File: config.mk
export PLATFORM = sky130hd
export DESIGN_NAME = temperature_alarm_logic
export DESIGN_NICKNAME = d
export VERILOG_FILES = /design/src/temp_alarm_pkg.sv /design/src/temperature_alarm_logic.sv /design/src/limit_comparator.sv /design/src/ara_responder.sv
export SDC_FILE = /design/constraint.sdc
export NUM_CORES = 1
export LEC_CHECK = 0
export BUFFER_PORTS_ARGS = -buffer_cell sky130_fd_sc_hd__buf_2
export CORE_MARGIN = 3
export CORE_UTILIZATION = 40
export DETAILED_ROUTE_END_ITERATION = 8
export MAX_ROUTING_LAYER = met4
export PLACE_DENSITY = 0.67
export RECOVER_POWER = 50
export SYNTH_ARGS = -nofsm -noshare
export SYNTH_HDL_FRONTEND = slang
export SYNTH_SLANG_ARGS = --single-unit
File: constraint.sdc
create_clock -name sys_clk -period 4.6 [get_ports sys_clk]
set_input_delay 0.46 -clock sys_clk [delete_from_list [all_inputs] [get_ports sys_clk]]
set_output_delay 0.46 -clock sys_clk [all_outputs]
set_load 0.05 [all_outputs]
File: src/temp_alarm_pkg.sv
// Constants shared by the temperature alarm logic and its helpers.
// Assumes the serial framing engine and the converter sit outside.
package temp_alarm_pkg;
	// ============================================================
	// Register addresses
	localparam logic [7:0] ADDR_LOCAL_TEMP = 8'h00;
	localparam logic [7:0] ADDR_REMOTE_TEMP = 8'h01;
	localparam logic [7:0] ADDR_STATUS = 8'h02;
	localparam logic [7:0] ADDR_CONFIG = 8'h03;
	localparam logic [7:0] ADDR_LOCAL_HIGH = 8'h04;
	localparam logic [7:0] ADDR_LOCAL_LOW = 8'h05;
	localparam logic [7:0] ADDR_REMOTE_HIGH = 8'h06;
	localparam logic [7:0] ADDR_REMOTE_LOW = 8'h07;
	localparam logic [7:0] ADDR_LOCAL_OT = 8'h08;
	localparam logic [7:0] ADDR_REMOTE_OT = 8'h09;
	localparam logic [7:0] ADDR_HYST = 8'h0a;
	localparam logic [7:0] ADDR_ONE_SHOT = 8'h0f;
	localparam logic [7:0] ADDR_RELEASE = 8'h42;
	// ============================================================
	// Configuration and status bit positions
	localparam int CFG_ALERT_MASK = 7;
	localparam int CFG_STANDBY = 6;
	localparam int CFG_SECOND_OT = 5;
	localparam int ST_BUSY = 7;
	localparam int ST_LOCAL_HIGH = 6;
	localparam int ST_LOCAL_LOW = 5;
	localparam int ST_REMOTE_HIGH = 4;
	localparam int ST_REMOTE_LOW = 3;
	localparam int ST_OPEN = 2;
	localparam int ST_REMOTE_OT = 1;
	localparam int ST_LOCAL_OT = 0;
	// ============================================================
	// Reset values and hysteresis mask
	localparam logic [7:0] OT_LIMIT_RST = 8'h55;
	localparam logic [7:0] HYST_RST = 8'h0a;
	localparam logic [7:0] HIGH_LIMIT_RST = 8'h46;
	localparam logic [7:0] LOW_LIMIT_RST = 8'h00;
	localparam logic [7:0] CONFIG_RST = 8'h00;
	localparam logic [7:0] HYST_MASK = 8'h7f;
	// ============================================================
	// Alert response
	localparam logic [6:0] DEVICE_ADDR = 7'h4c;
	localparam logic [7:0] ARA_DATA = {DEVICE_ADDR, 1'b1};
	localparam logic [3:0] ARA_LAST_BIT = 4'h7;
	localparam logic [3:0] ARA_BIT_STEP = 4'h1;
endpackage

File: src/temperature_alarm_logic.sv
// Alarm, status and power-mode logic of a two-channel temperature sensor.
// Assumes a framing engine on sys_clk delivers register strobes and the
// alert response arm pulse; the converter reports results on sys_clk.
//
// How it works
// RULE_01: Separate limits for local and remote channels.
// RULE_02: High or low limit breach sets status, alarm.
// RULE_03: Each alarm has a status bit, always readable.
// RULE_04: Status bits clear on read only when gone.
// RULE_05: Alarm pin held until status and response done.
// RULE_06: Config bit 7 masks the alarm pin; the code ignores it in second over-temperature mode.
// RULE_07: Host services alert via response address read.
// RULE_08: Pending device acks, returns address byte plus one.
// RULE_09: Non-pending device leaves acknowledge high.
// RULE_10: Lowest address wins; others retry later.
// RULE_11: Successful response releases pin, clears status.
// RULE_12: Over-temperature flags use limit and hysteresis.
// RULE_13: One hysteresis shared by both channels.
// RULE_14: Limits reset to 85, hysteresis 10, max 127.
// RULE_15: Host adds 64 offset in extended range.
// RULE_16: Second over-temperature mode reshapes alarm pin.
// RULE_17: Open diode sets status bit 2 and alarm.
// RULE_18: Host reads register 42h to release pin.
// RULE_19: Config bit 6 enters standby, no conversions.
// RULE_20: Standby drops conversion results in progress.
// RULE_21: Writing one-shot register starts one conversion.
// RULE_22: Comparisons continue against readings in standby.
// RULE_23: Status clears only after byte fully shifted.
`timescale 1ns/1ps
module temperature_alarm_logic (
	input wire logic sys_clk, // System clock, 40 MHz.
	input wire logic rst_n, // Asynchronous reset, active low.
	input wire logic ce, // Clock enable; low freezes state.
	input wire logic scl_pin, // Serial clock pin level.
	input wire logic sda_pin, // Serial data pin level.
	output logic sda_oe, // Pull serial data low.
	input wire logic wr_stb, // Register write strobe.
	input wire logic [7:0] wr_addr, // Register write address.
	input wire logic [7:0] wr_data, // Register write data.
	input wire logic rd_stb, // Register read strobe.
	input wire logic [7:0] rd_addr, // Register read address.
	output logic [7:0] rd_data, // Register read data.
	input wire logic status_read_done, // Status byte fully shifted.
	input wire logic ara_arm, // Alert response address seen.
	input wire logic conv_done, // Conversion result valid.
	input wire logic [7:0] local_reading, // Local result.
	input wire logic [7:0] remote_reading, // Remote result.
	input wire logic diode_open, // Remote diode open, async.
	output logic conv_enable, // Continuous conversions allowed.
	output logic conv_start, // Start a single conversion.
	output logic alert_oe, // Pull alarm pin low.
	output logic overtemp_oe // Pull overtemp_out_n low.
);
	typedef struct packed {
		logic [1:0] open_s;
		logic [7:0] local_temp;
		logic [7:0] remote_temp;
		logic [7:0] local_high;
		logic [7:0] local_low;
		logic [7:0] remote_high;
		logic [7:0] remote_low;
		logic [7:0] local_ot;
		logic [7:0] remote_ot;
		logic [7:0] hyst;
		logic [7:0] cfg;
		logic [7:0] status;
		logic [7:0] status_seen;
		logic pending;
		logic one_shot_pend;
		logic conv_start;
		logic conv_enable;
		logic alert_oe;
		logic overtemp_oe;
		logic [7:0] rd_data;
	} top_reg_t;

	localparam top_reg_t TOP_RST = '{open_s: 2'b00,
		local_temp: 8'h00, remote_temp: 8'h00,
		local_high: temp_alarm_pkg::HIGH_LIMIT_RST,
		local_low: temp_alarm_pkg::LOW_LIMIT_RST,
		remote_high: temp_alarm_pkg::HIGH_LIMIT_RST,
		remote_low: temp_alarm_pkg::LOW_LIMIT_RST,
		local_ot: temp_alarm_pkg::OT_LIMIT_RST, // RULE_14
		remote_ot: temp_alarm_pkg::OT_LIMIT_RST, // RULE_14
		hyst: temp_alarm_pkg::HYST_RST, // RULE_14
		cfg: temp_alarm_pkg::CONFIG_RST, status: 8'h00,
		status_seen: 8'h00, pending: 1'b0, one_shot_pend: 1'b0,
		conv_start: 1'b0, conv_enable: 1'b1, alert_oe: 1'b0,
		overtemp_oe: 1'b0, rd_data: 8'h00};

	// ============================================================
	// Reset release
	logic [1:0] rst_sync;
	logic arst_n;

	always_ff @(posedge sys_clk or negedge rst_n) begin
		if (!rst_n) begin
			rst_sync <= 2'b00;
		end else begin
			rst_sync <= {rst_sync[0], 1'b1};
		end
	end
	assign arst_n = rst_sync[1];

	// ============================================================
	// Channel comparators and alert responder
	top_reg_t r;
	top_reg_t next_r;
	logic [7:0] rd_v [2];
	logic [7:0] hi_v [2];
	logic [7:0] lo_v [2];
	logic [7:0] ot_v [2];
	logic [1:0] hi_c;
	logic [1:0] lo_c;
	logic [1:0] ot_f;
	logic [1:0] ot2_f;
	logic ara_done;
	logic [7:0] cond;
	logic mode2;

	assign rd_v[0] = r.local_temp;
	assign rd_v[1] = r.remote_temp;
	assign hi_v[0] = r.local_high;
	assign hi_v[1] = r.remote_high;
	assign lo_v[0] = r.local_low;
	assign lo_v[1] = r.remote_low;
	assign ot_v[0] = r.local_ot;
	assign ot_v[1] = r.remote_ot;

	// Comparisons run every cycle on stored readings, so they keep
	// working in standby and react at once to rewritten limits.
	for (genvar ch = 0; ch < 2; ch++) begin : g_chan // RULE_22
		limit_comparator u_cmp (
			.sys_clk(sys_clk),
			.arst_n(arst_n),
			.ce(ce),
			.reading(rd_v[ch]),
			.high_lim(hi_v[ch]),
			.low_lim(lo_v[ch]),
			.ot_lim(ot_v[ch]),
			.hyst(r.hyst), // RULE_13
			.hi_cond(hi_c[ch]),
			.lo_cond(lo_c[ch]),
			.ot_flag(ot_f[ch]),
			.ot2_flag(ot2_f[ch])
		);
	end

	ara_responder u_ara (
		.sys_clk(sys_clk),
		.arst_n(arst_n),
		.ce(ce),
		.scl_pin(scl_pin),
		.sda_pin(sda_pin),
		.arm(ara_arm),
		.pending(r.alert_oe & ~mode2),
		.sda_oe(sda_oe),
		.done(ara_done),
		.lost()
	);

	// ============================================================
	// Alarm conditions
	assign mode2 = r.cfg[temp_alarm_pkg::CFG_SECOND_OT];

	always_comb begin
		cond = 8'h00;
		cond[temp_alarm_pkg::ST_LOCAL_HIGH] = mode2 ? ot2_f[0] : hi_c[0]; // RULE_16
		cond[temp_alarm_pkg::ST_LOCAL_LOW] = ~mode2 & lo_c[0]; // RULE_02
		cond[temp_alarm_pkg::ST_REMOTE_HIGH] = mode2 ? ot2_f[1] : hi_c[1];
		cond[temp_alarm_pkg::ST_REMOTE_LOW] = ~mode2 & lo_c[1];
		cond[temp_alarm_pkg::ST_OPEN] = r.open_s[1]; // RULE_17
		cond[temp_alarm_pkg::ST_REMOTE_OT] = ot_f[1];
		cond[temp_alarm_pkg::ST_LOCAL_OT] = ot_f[0];
	end

	// ============================================================
	// Next state
	always_comb begin
		logic clr_any;
		logic [7:0] clr_mask;
		logic alert_cond;
		clr_any = 1'b0;
		clr_mask = 8'h00;
		alert_cond = 1'b0;
		next_r = r;
		next_r.open_s = {r.open_s[0], diode_open};
		next_r.conv_start = 1'b0;
		if (wr_stb) begin
			case (wr_addr)
				temp_alarm_pkg::ADDR_CONFIG: next_r.cfg = wr_data;
				temp_alarm_pkg::ADDR_LOCAL_HIGH: next_r.local_high = wr_data; // RULE_01
				temp_alarm_pkg::ADDR_LOCAL_LOW: next_r.local_low = wr_data;
				temp_alarm_pkg::ADDR_REMOTE_HIGH: next_r.remote_high = wr_data;
				temp_alarm_pkg::ADDR_REMOTE_LOW: next_r.remote_low = wr_data;
				temp_alarm_pkg::ADDR_LOCAL_OT: next_r.local_ot = wr_data;
				temp_alarm_pkg::ADDR_REMOTE_OT: next_r.remote_ot = wr_data;
				temp_alarm_pkg::ADDR_HYST:
					next_r.hyst = wr_data & temp_alarm_pkg::HYST_MASK; // RULE_14
				temp_alarm_pkg::ADDR_ONE_SHOT: begin
					if (r.cfg[temp_alarm_pkg::CFG_STANDBY]) begin // RULE_21
						next_r.conv_start = 1'b1;
						next_r.one_shot_pend = 1'b1;
					end
				end
				default: begin
				end
			endcase
		end
		// Results landing in standby belong to an aborted conversion
		// unless a single conversion was asked for.
		if (conv_done && (!r.cfg[temp_alarm_pkg::CFG_STANDBY] ||
				r.one_shot_pend)) begin // RULE_20
			next_r.local_temp = local_reading;
			next_r.remote_temp = remote_reading;
			// A one-shot written in this same cycle must survive.
			next_r.one_shot_pend = next_r.conv_start;
		end
		next_r.conv_enable = ~next_r.cfg[temp_alarm_pkg::CFG_STANDBY]; // RULE_19

		// On a status read only bits the host actually saw are cleared, and only
		// once the byte is out, so nothing raised mid-read is lost.
		clr_any = status_read_done | ara_done;
		clr_mask = status_read_done ? r.status_seen : 8'hff; // RULE_23
		if (rd_stb && rd_addr == temp_alarm_pkg::ADDR_STATUS) begin
			next_r.status_seen = r.status;
		end
		for (int i = temp_alarm_pkg::ST_OPEN;
				i <= temp_alarm_pkg::ST_LOCAL_HIGH; i++) begin
			next_r.status[i] = (r.status[i] & ~(clr_any & clr_mask[i] &
				~cond[i])) | cond[i]; // RULE_04
		end
		if (mode2) begin // RULE_16
			next_r.status[temp_alarm_pkg::ST_LOCAL_HIGH] =
				cond[temp_alarm_pkg::ST_LOCAL_HIGH];
			next_r.status[temp_alarm_pkg::ST_REMOTE_HIGH] =
				cond[temp_alarm_pkg::ST_REMOTE_HIGH];
		end
		next_r.status[temp_alarm_pkg::ST_REMOTE_OT] = ot_f[1]; // RULE_12
		next_r.status[temp_alarm_pkg::ST_LOCAL_OT] = ot_f[0];
		next_r.status[temp_alarm_pkg::ST_BUSY] = next_r.one_shot_pend;

		alert_cond = |cond[temp_alarm_pkg::ST_LOCAL_HIGH:
			temp_alarm_pkg::ST_OPEN];
		next_r.pending = r.pending | alert_cond; // RULE_05
		if (ara_done && !alert_cond) begin // RULE_11
			next_r.pending = 1'b0;
		end
		if (rd_stb && rd_addr == temp_alarm_pkg::ADDR_RELEASE && // RULE_18
				!alert_cond && !(|next_r.status[
				temp_alarm_pkg::ST_LOCAL_HIGH:temp_alarm_pkg::ST_OPEN])) begin
			next_r.pending = 1'b0;
		end
		if (next_r.cfg[temp_alarm_pkg::CFG_SECOND_OT]) begin // RULE_16
			next_r.alert_oe = |ot2_f;
		end else begin
			next_r.alert_oe = next_r.pending &
				~next_r.cfg[temp_alarm_pkg::CFG_ALERT_MASK]; // RULE_06
		end
		next_r.overtemp_oe = |ot_f; // RULE_12

		if (rd_stb) begin
			unique case (rd_addr)
				temp_alarm_pkg::ADDR_LOCAL_TEMP: next_r.rd_data = r.local_temp;
				temp_alarm_pkg::ADDR_REMOTE_TEMP: next_r.rd_data = r.remote_temp;
				temp_alarm_pkg::ADDR_STATUS: next_r.rd_data = r.status; // RULE_03
				temp_alarm_pkg::ADDR_CONFIG: next_r.rd_data = r.cfg;
				temp_alarm_pkg::ADDR_LOCAL_HIGH: next_r.rd_data = r.local_high;
				temp_alarm_pkg::ADDR_LOCAL_LOW: next_r.rd_data = r.local_low;
				temp_alarm_pkg::ADDR_REMOTE_HIGH: next_r.rd_data = r.remote_high;
				temp_alarm_pkg::ADDR_REMOTE_LOW: next_r.rd_data = r.remote_low;
				temp_alarm_pkg::ADDR_LOCAL_OT: next_r.rd_data = r.local_ot;
				temp_alarm_pkg::ADDR_REMOTE_OT: next_r.rd_data = r.remote_ot;
				temp_alarm_pkg::ADDR_HYST: next_r.rd_data = r.hyst;
				default: next_r.rd_data = 8'h00;
			endcase
		end
	end

	always_ff @(posedge sys_clk or negedge arst_n) begin
		if (!arst_n) begin
			r <= TOP_RST;
		end else if (ce) begin
			r <= next_r;
		end
	end

	assign rd_data = r.rd_data;
	assign conv_enable = r.conv_enable;
	assign conv_start = r.conv_start;
	assign alert_oe = r.alert_oe;
	assign overtemp_oe = r.overtemp_oe;
endmodule // temperature_alarm_logic

File: src/limit_comparator.sv
// One channel's limit comparisons and over-temperature hysteresis.
// Assumes reading and limits are stable register values on sys_clk.
`timescale 1ns/1ps
module limit_comparator (
	input wire logic sys_clk, // System clock.
	input wire logic arst_n, // Synchronised reset, active low.
	input wire logic ce, // Clock enable.
	input wire logic [7:0] reading, // Latest conversion result.
	input wire logic [7:0] high_lim, // High alarm limit.
	input wire logic [7:0] low_lim, // Low alarm limit.
	input wire logic [7:0] ot_lim, // Over-temperature limit.
	input wire logic [7:0] hyst, // Shared hysteresis.
	output logic hi_cond, // Reading above high limit.
	output logic lo_cond, // Reading at or below low limit.
	output logic ot_flag, // Over-temperature flag.
	output logic ot2_flag // High limit with hysteresis.
);
	typedef struct packed {
		logic ot;
		logic ot2;
	} cmp_reg_t;

	cmp_reg_t r;
	cmp_reg_t next_r;

	// Sets above the limit, clears below limit minus hysteresis.
	// Summing avoids an underflow when hysteresis exceeds the limit.
	function automatic logic hyst_next(input logic flag,
			input logic [7:0] rd, input logic [7:0] lim,
			input logic [7:0] hy);
		logic [8:0] sum;
		sum = {1'b0, rd} + {1'b0, hy};
		if (rd > lim) begin
			hyst_next = 1'b1;
		end else if (sum < {1'b0, lim}) begin
			hyst_next = 1'b0;
		end else begin
			hyst_next = flag;
		end
	endfunction

	always_comb begin
		next_r = r;
		next_r.ot = hyst_next(r.ot, reading, ot_lim, hyst); // RULE_12
		next_r.ot2 = hyst_next(r.ot2, reading, high_lim, hyst); // RULE_16
	end

	always_ff @(posedge sys_clk or negedge arst_n) begin
		if (!arst_n) begin
			r <= '0;
		end else if (ce) begin
			r <= next_r;
		end
	end

	assign hi_cond = reading > high_lim; // RULE_02
	assign lo_cond = reading <= low_lim; // RULE_02
	assign ot_flag = r.ot;
	assign ot2_flag = r.ot2;
endmodule // limit_comparator

File: src/ara_responder.sv
// Answers the alert response read on the serial pins.
// Assumes arm pulses before the clock falls after the address byte.
`timescale 1ns/1ps
module ara_responder (
	input wire logic sys_clk, // System clock.
	input wire logic arst_n, // Synchronised reset, active low.
	input wire logic ce, // Clock enable.
	input wire logic scl_pin, // Serial clock pin level.
	input wire logic sda_pin, // Serial data pin level.
	input wire logic arm, // Alert response address was seen.
	input wire logic pending, // Alert is pending.
	output logic sda_oe, // Pull data line low.
	output logic done, // Address byte sent and won.
	output logic lost // Arbitration lost.
);
	typedef enum logic [3:0] {
		R_IDLE = 4'b0001,
		R_WAIT = 4'b0010,
		R_ACK = 4'b0100,
		R_DATA = 4'b1000
	} ara_state_t;

	typedef struct packed {
		logic [1:0] scl_s;
		logic [1:0] sda_s;
		logic scl_q;
		ara_state_t st;
		logic [7:0] sh;
		logic [3:0] cnt;
		logic sda_oe;
		logic done;
		logic lost;
	} ara_reg_t;

	// Synchronisers start at the idle bus level so that no false edge
	// follows reset.
	localparam ara_reg_t ARA_RST = '{scl_s: 2'b11, sda_s: 2'b11,
		scl_q: 1'b1, st: R_IDLE, sh: 8'h00, cnt: 4'h0, sda_oe: 1'b0,
		done: 1'b0, lost: 1'b0};

	ara_reg_t r;
	ara_reg_t next_r;
	logic fall;
	logic rise;

	localparam logic [7:0] ARA_DATA_L = temp_alarm_pkg::ARA_DATA;

	assign fall = r.scl_q & ~r.scl_s[1];
	assign rise = ~r.scl_q & r.scl_s[1];

	always_comb begin
		next_r = r;
		next_r.scl_s = {r.scl_s[0], scl_pin};
		next_r.sda_s = {r.sda_s[0], sda_pin};
		next_r.scl_q = r.scl_s[1];
		next_r.done = 1'b0;
		next_r.lost = 1'b0;
		unique case (r.st)
			R_IDLE: begin
				// Without a pending alert the ack stays high.
				if (arm && pending) begin // RULE_09
					next_r.st = R_WAIT;
				end
			end
			R_WAIT: begin
				if (fall) begin
					next_r.sda_oe = 1'b1; // RULE_08
					next_r.st = R_ACK;
				end
			end
			R_ACK: begin
				if (fall) begin
					next_r.sh = ARA_DATA_L; // RULE_08
					next_r.cnt = 4'h0;
					next_r.sda_oe = ~ARA_DATA_L[7];
					next_r.st = R_DATA;
				end
			end
			R_DATA: begin
				// A released one read back as zero means a lower
				// address is on the wire; back off for a retry.
				if (rise && r.sh[7] && !r.sda_s[1]) begin // RULE_10
					next_r.sda_oe = 1'b0;
					next_r.lost = 1'b1;
					next_r.st = R_IDLE;
				end else if (fall) begin
					if (r.cnt == temp_alarm_pkg::ARA_LAST_BIT) begin
						next_r.sda_oe = 1'b0;
						next_r.done = 1'b1; // RULE_11
						next_r.st = R_IDLE;
					end else begin
						next_r.sh = {r.sh[6:0], 1'b0};
						next_r.cnt = r.cnt + temp_alarm_pkg::ARA_BIT_STEP;
						next_r.sda_oe = ~r.sh[6];
					end
				end
			end
		endcase
	end

	always_ff @(posedge sys_clk or negedge arst_n) begin
		if (!arst_n) begin
			r <= ARA_RST;
		end else if (ce) begin
			r <= next_r;
		end
	end

	assign sda_oe = r.sda_oe;
	assign done = r.done;
	assign lost = r.lost;
endmodule // ara_responder

; After elaboration in Yosys (flattened, before gate mapping)
; Index checks and enable logic that the tools add are counted.
[totals]
ff_bits = 139
out_inout_bits = 13
elab_cells = 208
[classes]
add_sub_neg = 3
n_lt_le_gt_ge = 10
n_eq_ne = 33
muxes = 41
bitwise_logic = 44
reduce_logical = 43
[ops]
columns = op, n
row1 = 8-bit case mux with 11 select lines, 1
row2 = "8-bit by 3-bit equality test with 1-bit output, second input constant", 8
row3 = "8-bit by 4-bit equality test with 1-bit output, second input constant", 7
row4 = 9-bit by 8-bit less-than comparator with 1-bit output, 4
row5 = 8-bit > comparator, 4
row6 = "8-bit by 2-bit equality test with 1-bit output, second input constant", 3
row7 = 12-bit two-way mux, 2
row8 = 12-bit case mux with 2 select lines, 1
row9 = 3-bit AND reduction, 8
row10 = 1-bit two-way mux, 22
row11 = 1-bit AND, 21
row12 = 8-bit by 7-bit adder with 9-bit output, 2
row13 = 18-bit two-way mux, 1
row14 = 17-bit two-way mux, 1
row15 = 8-bit <= comparator, 2
row16 = 4-bit two-way mux, 4
row17 = 8-bit two-way mux, 2
row18 = 1-bit inverter, 16
row19 = 4-bit case mux with 4 select lines, 1
row20 = 2-bit AND reduction, 7
row21 = 6-bit AND reduction, 2
row22 = 2-bit nonzero test, 5
row23 = 5-bit OR reduction, 2
row24 = 1-bit logical AND, 9
row25 = 20 further kinds, 39

; Depth between registers and ports, before layout
[depth]
ltp_word = 14
mapped_depth = 12
depth_no_buf = 12

; Cells and area by module
; From an unflattened synthesis, not the netlist that was laid out.
[unflattened]
hier_cells = 848
hier_area_um2 = 9086.2
[modules_own_cells]
columns = mod, instances, cells_per_inst, area_per_inst_um2, seq_area_each_um2
row1 = temperature_alarm_logic, 1, 431, 5366.4, 2748.9
row2 = limit_comparator, 2, 159, 1262.5, 50.0
row3 = ara_responder, 1, 99, 1194.9, 608.1

; Least setup slack after synthesis
; No wires, ideal clock.
[synth_timing]
kind = reg-to-reg
start = register r[39] (netlist name)
end = register g_chan[0].u_cmp.r (netlist bit g_chan[0].u_cmp.ot2_flag)
setup_ns = 0.133
t_arrival_ns = 2.524
path_slack_ns = 1.943
stages_incl_launch_ff = 12
path_buffers = 0
synth_period_minus_slack_ns = 2.657
path_cell_list = dfstp_2 -> ha_1 -> a21o_1 -> a21oi_1 -> nor2b_1 -> o21a_1 -> o41ai_1 -> xnor2_1 -> ha_1 -> a21boi_0 -> o31ai_1 -> o21ai_0
[synth_via]
elab_chain_cells = 4
[synth_lines]
columns = item, line_no
row1 = "start, declared", temperature_alarm_logic.sv:107  ; top_reg_t r;
row2 = "start signal, assigned", temperature_alarm_logic.sv:284  ; r <= next_r;
row3 = 8-bit by 7-bit adder with 9-bit output, limit_comparator.sv:32  ; sum = {1'b0, rd} + {1'b0, hy};
row4 = 9-bit by 8-bit less-than comparator with 1-bit output, limit_comparator.sv:35  ; end else if (sum < {1'b0, lim}) begin
row5 = 2-bit nonzero test (no source line), n/a
row6 = 2-bit AND reduction (no source line), n/a
row7 = "end signal, assigned", limit_comparator.sv:52  ; r <= next_r;
row8 = "end, declared", limit_comparator.sv:23  ; cmp_reg_t r;
; Every way passes these cells.
; A chain may end at the register's enable or synchronous reset.

; Final worst setup path
[layout_timing]
start = input ce
end = register u_ara.r[5] (netlist name)
[layout_via]
elab_chain_cells = 1
[layout_lines]
columns = item, line_no
row1 = "start, declared", temperature_alarm_logic.sv:33  ; input wire logic ce,
row2 = 6-bit AND reduction (no source line), n/a
row3 = "end signal, assigned", ara_responder.sv:105  ; r <= next_r;
row4 = "end, declared", ara_responder.sv:41  ; ara_reg_t r;
; Every way passes these cells.

==> metrics.yaml <==
synth_edf_count: 0
placed_cells: 1201
drtPass1Iterations: 5
ios: 64
die_area_um2: 23400
grt_max_degree: 115
rows: 53
regToRegStartpoint: "r[39]"
grt_overflow: 0
path_clk_slew_ns: 0.06
place_ws_ns: 1.67
maxCapViolations: 0
ys_async_sr_fraction: 1.00
cp_max_fo: 27
root_buffer: "clkbuf_16"
synth_top_area_frac: 0.327
hpwl_mm: 18.1
end_kind: "register"
vias: 6946
setup_viol: 0
fin_util: 0.463
syn_area_um2: 8650
crit_buf_inv: 2
synth-seq-cells: 136
most-common-layout-cells: "113 x dfrtp_1, 101 x o21ai_0, 97 x nand2_1"
io_buffers: 63
syn_to_final_growth_pct: 13.3
core_area_um2: 21200
globalplace.congestion: 0.951
htree_levels: 4
fin_crit_ns: 3.03
critPathKind: "input port to register"
first_iter_violations: 594
cp_slowest_cell: "clkbuf_1"
cts_buffers: 17
slew_headroom: 0.0920
cts_max_path_buffers: 2
required_ns: 4.91
arrival_ns: 3.34
synth-seq-area-share: 0.397
syn-num-nets: 1040
cts_hold_buf: 1
fin_tns_setup_ns: 0
cts_setup_buffers: 0
die_w_um: 153
antenna_left: 0
rsz0062_at_grt: "false"
setup_slack_ns: 1.57
grt_usage: 0.214
synthTopCellsByArea: "dfrtp_1 33%, ha_1 13%, dfstp_2 7.0%"
syn_avg_cell_area_um2: 9.65
remaining_drc_errors: 0
slew_viol_final: 0
ir_drop_mv: 0.281
avgRoutedWirePerCell_um: 19.4
filler_cell_count: 1981
min_from: "local_reading[0]"
yosysTopAreaCell: "dfrtp_1"
cts_sinks: 136
via_per_inst: 5.62
fmax_mhz: 330
floorplan.die.height_um: 153
fin_skew_ns: 0.00998
p_leak_uw: 0.00462
grt_pass1_vias: 6668
layout_commonest_cell: "dfrtp_1"
ys_warn_count: 0
synth_cell_types: 69
critical_path.startpoint: "ce"
cts-resized-gates: 0
cts_tree: "done"
worstMarginPinSlew_ns: 1.36
post-route-period-util: 0.659
synthCells: 896
final_cells: 1235
power_uw: 3510
clock_latency_ns: 0.43
worstPathCellList: "clkbuf_1, clkbuf_1, nand4_1, o21ai_0, nand2_1"
crit_top_cell: "clkbuf_1"
startpoint_type: "input port"
drive_gt1_frac: 0.201
drt-total-wl_mm: 23.9
status: "finished clean"
synth_flop_cell: "dfrtp_1"
final_nets: 1090
hold_viol_final: 0
initial_utilization: 0.409
critical_path.max_stage_delay_ns: 1.07
grt_pass1_wl_mm: 38.1
crit_family: "buffers and inverters"
power.density_nw_per_um2: 359
antenna_found_initial: 1
hp-class: "input port to register"
-- stage by stage --
step           area (um2)  hold WS (ns)
5_1_grt              9800         0.247
3_5_place_dp         9180         0.217
3_3_place_gp         9180         0.218
6_report             9800         0.259
2_1_floorplan        8650         0.164
4_1_cts              9800         0.223
-- cell families (layout without fill, tap and decap cells) --
group | after synthesis | count (layout) | synth area share
AND/OR/NAND/NOR | 256 | 256 | 0.146
AO/OA/AOI/OAI | 231 | 231 | 0.162
flip-flops | 136 | 136 | 0.397
buffers and inverters | 98 | 161 | 0.0476
adder cells (fa/ha/maj) | 93 | 93 | 0.136
multiplexers | 70 | 70 | 0.100
XOR/XNOR | 11 | 11 | 0.0111
other | 1 | 2 | 0.000434
-- cell type report --
| cell class | instances | area (um2) | area share |
|---|---|---|---|
| Clock inverter | 14 | 171 | 0.0175 |
| Timing Repair Buffer | 70 | 377 | 0.0384 |
| Multi-Input combinational cell | 662 | 4810 | 0.491 |
| Sequential cell | 136 | 3430 | 0.350 |
| Antenna cell | 1 | 2.50 | 0.000255 |
| Clock buffer | 18 | 439 | 0.0448 |
| Inverter | 59 | 221 | 0.0226 |
| Tap cell | 275 | 344 | 0.0351 |
-- state kept, by name, summed over array words and instances (netlist names), 3 cells and up --
register,count
rd_data,8
u_ara.r,18
r,44
lo_v,16
ot_v,16
u_ara.next_r,3
hi_v,16
-- synth_stat cells (11+ instances only) --
cell type  count
o21ai_0      101
a21oi_1       46
nor3_1        19
nand4_1       12
nor2_1        56
mux2_2        49
dfrtp_1      113
inv_1         59
clkbuf_1      19
nand3_1       23
nand2_1       97
ha_1          91
nor2b_1       11
mux2i_1       11
dfstp_2       23
-- where the power goes --
part	switching (uW)	leakage [uW]	internal, uW	total, uW
combinational	371	0.00275	272	643
clock	558	0.000293	870	1430
sequential	133	0.00157	1310	1440
total	1060	0.00462	2450	3510
-- worst paths after layout --
path	endpoint	slack, ns	cells after the start
min reg2reg	u_ara.r[8]	0.35	0
max in group asynchronous	ot_v[3]	3.15	1
max	u_ara.r[5]	1.57	5
min	r[102]	0.26	3
min in group asynchronous	rst_sync[0]	0.34	2
max reg2reg	g_chan[0].u_cmp.ot2_flag	1.67	11
-- worst min-delay path, delay by kind of cell --
kind | cells | cell delay, ns
AND/OR/NAND/NOR | 1 | 0.04
AO/OA/AOI/OAI | 1 | 0.06
buffers and inverters | 1 | 0.09
-- metal layers --
layer / global-route usage / up-vias / share of wire
li1: - / 3336 / -
met1: 0.290 / 3351 / 0.45
met2: 0.324 / 229 / 0.46
met3: 0.0478 / 30 / 0.068
met4: 0.0636 / 0 / 0.018
met5: - / - / 0
No activity file was read; power rests on OpenSTA's default activity.
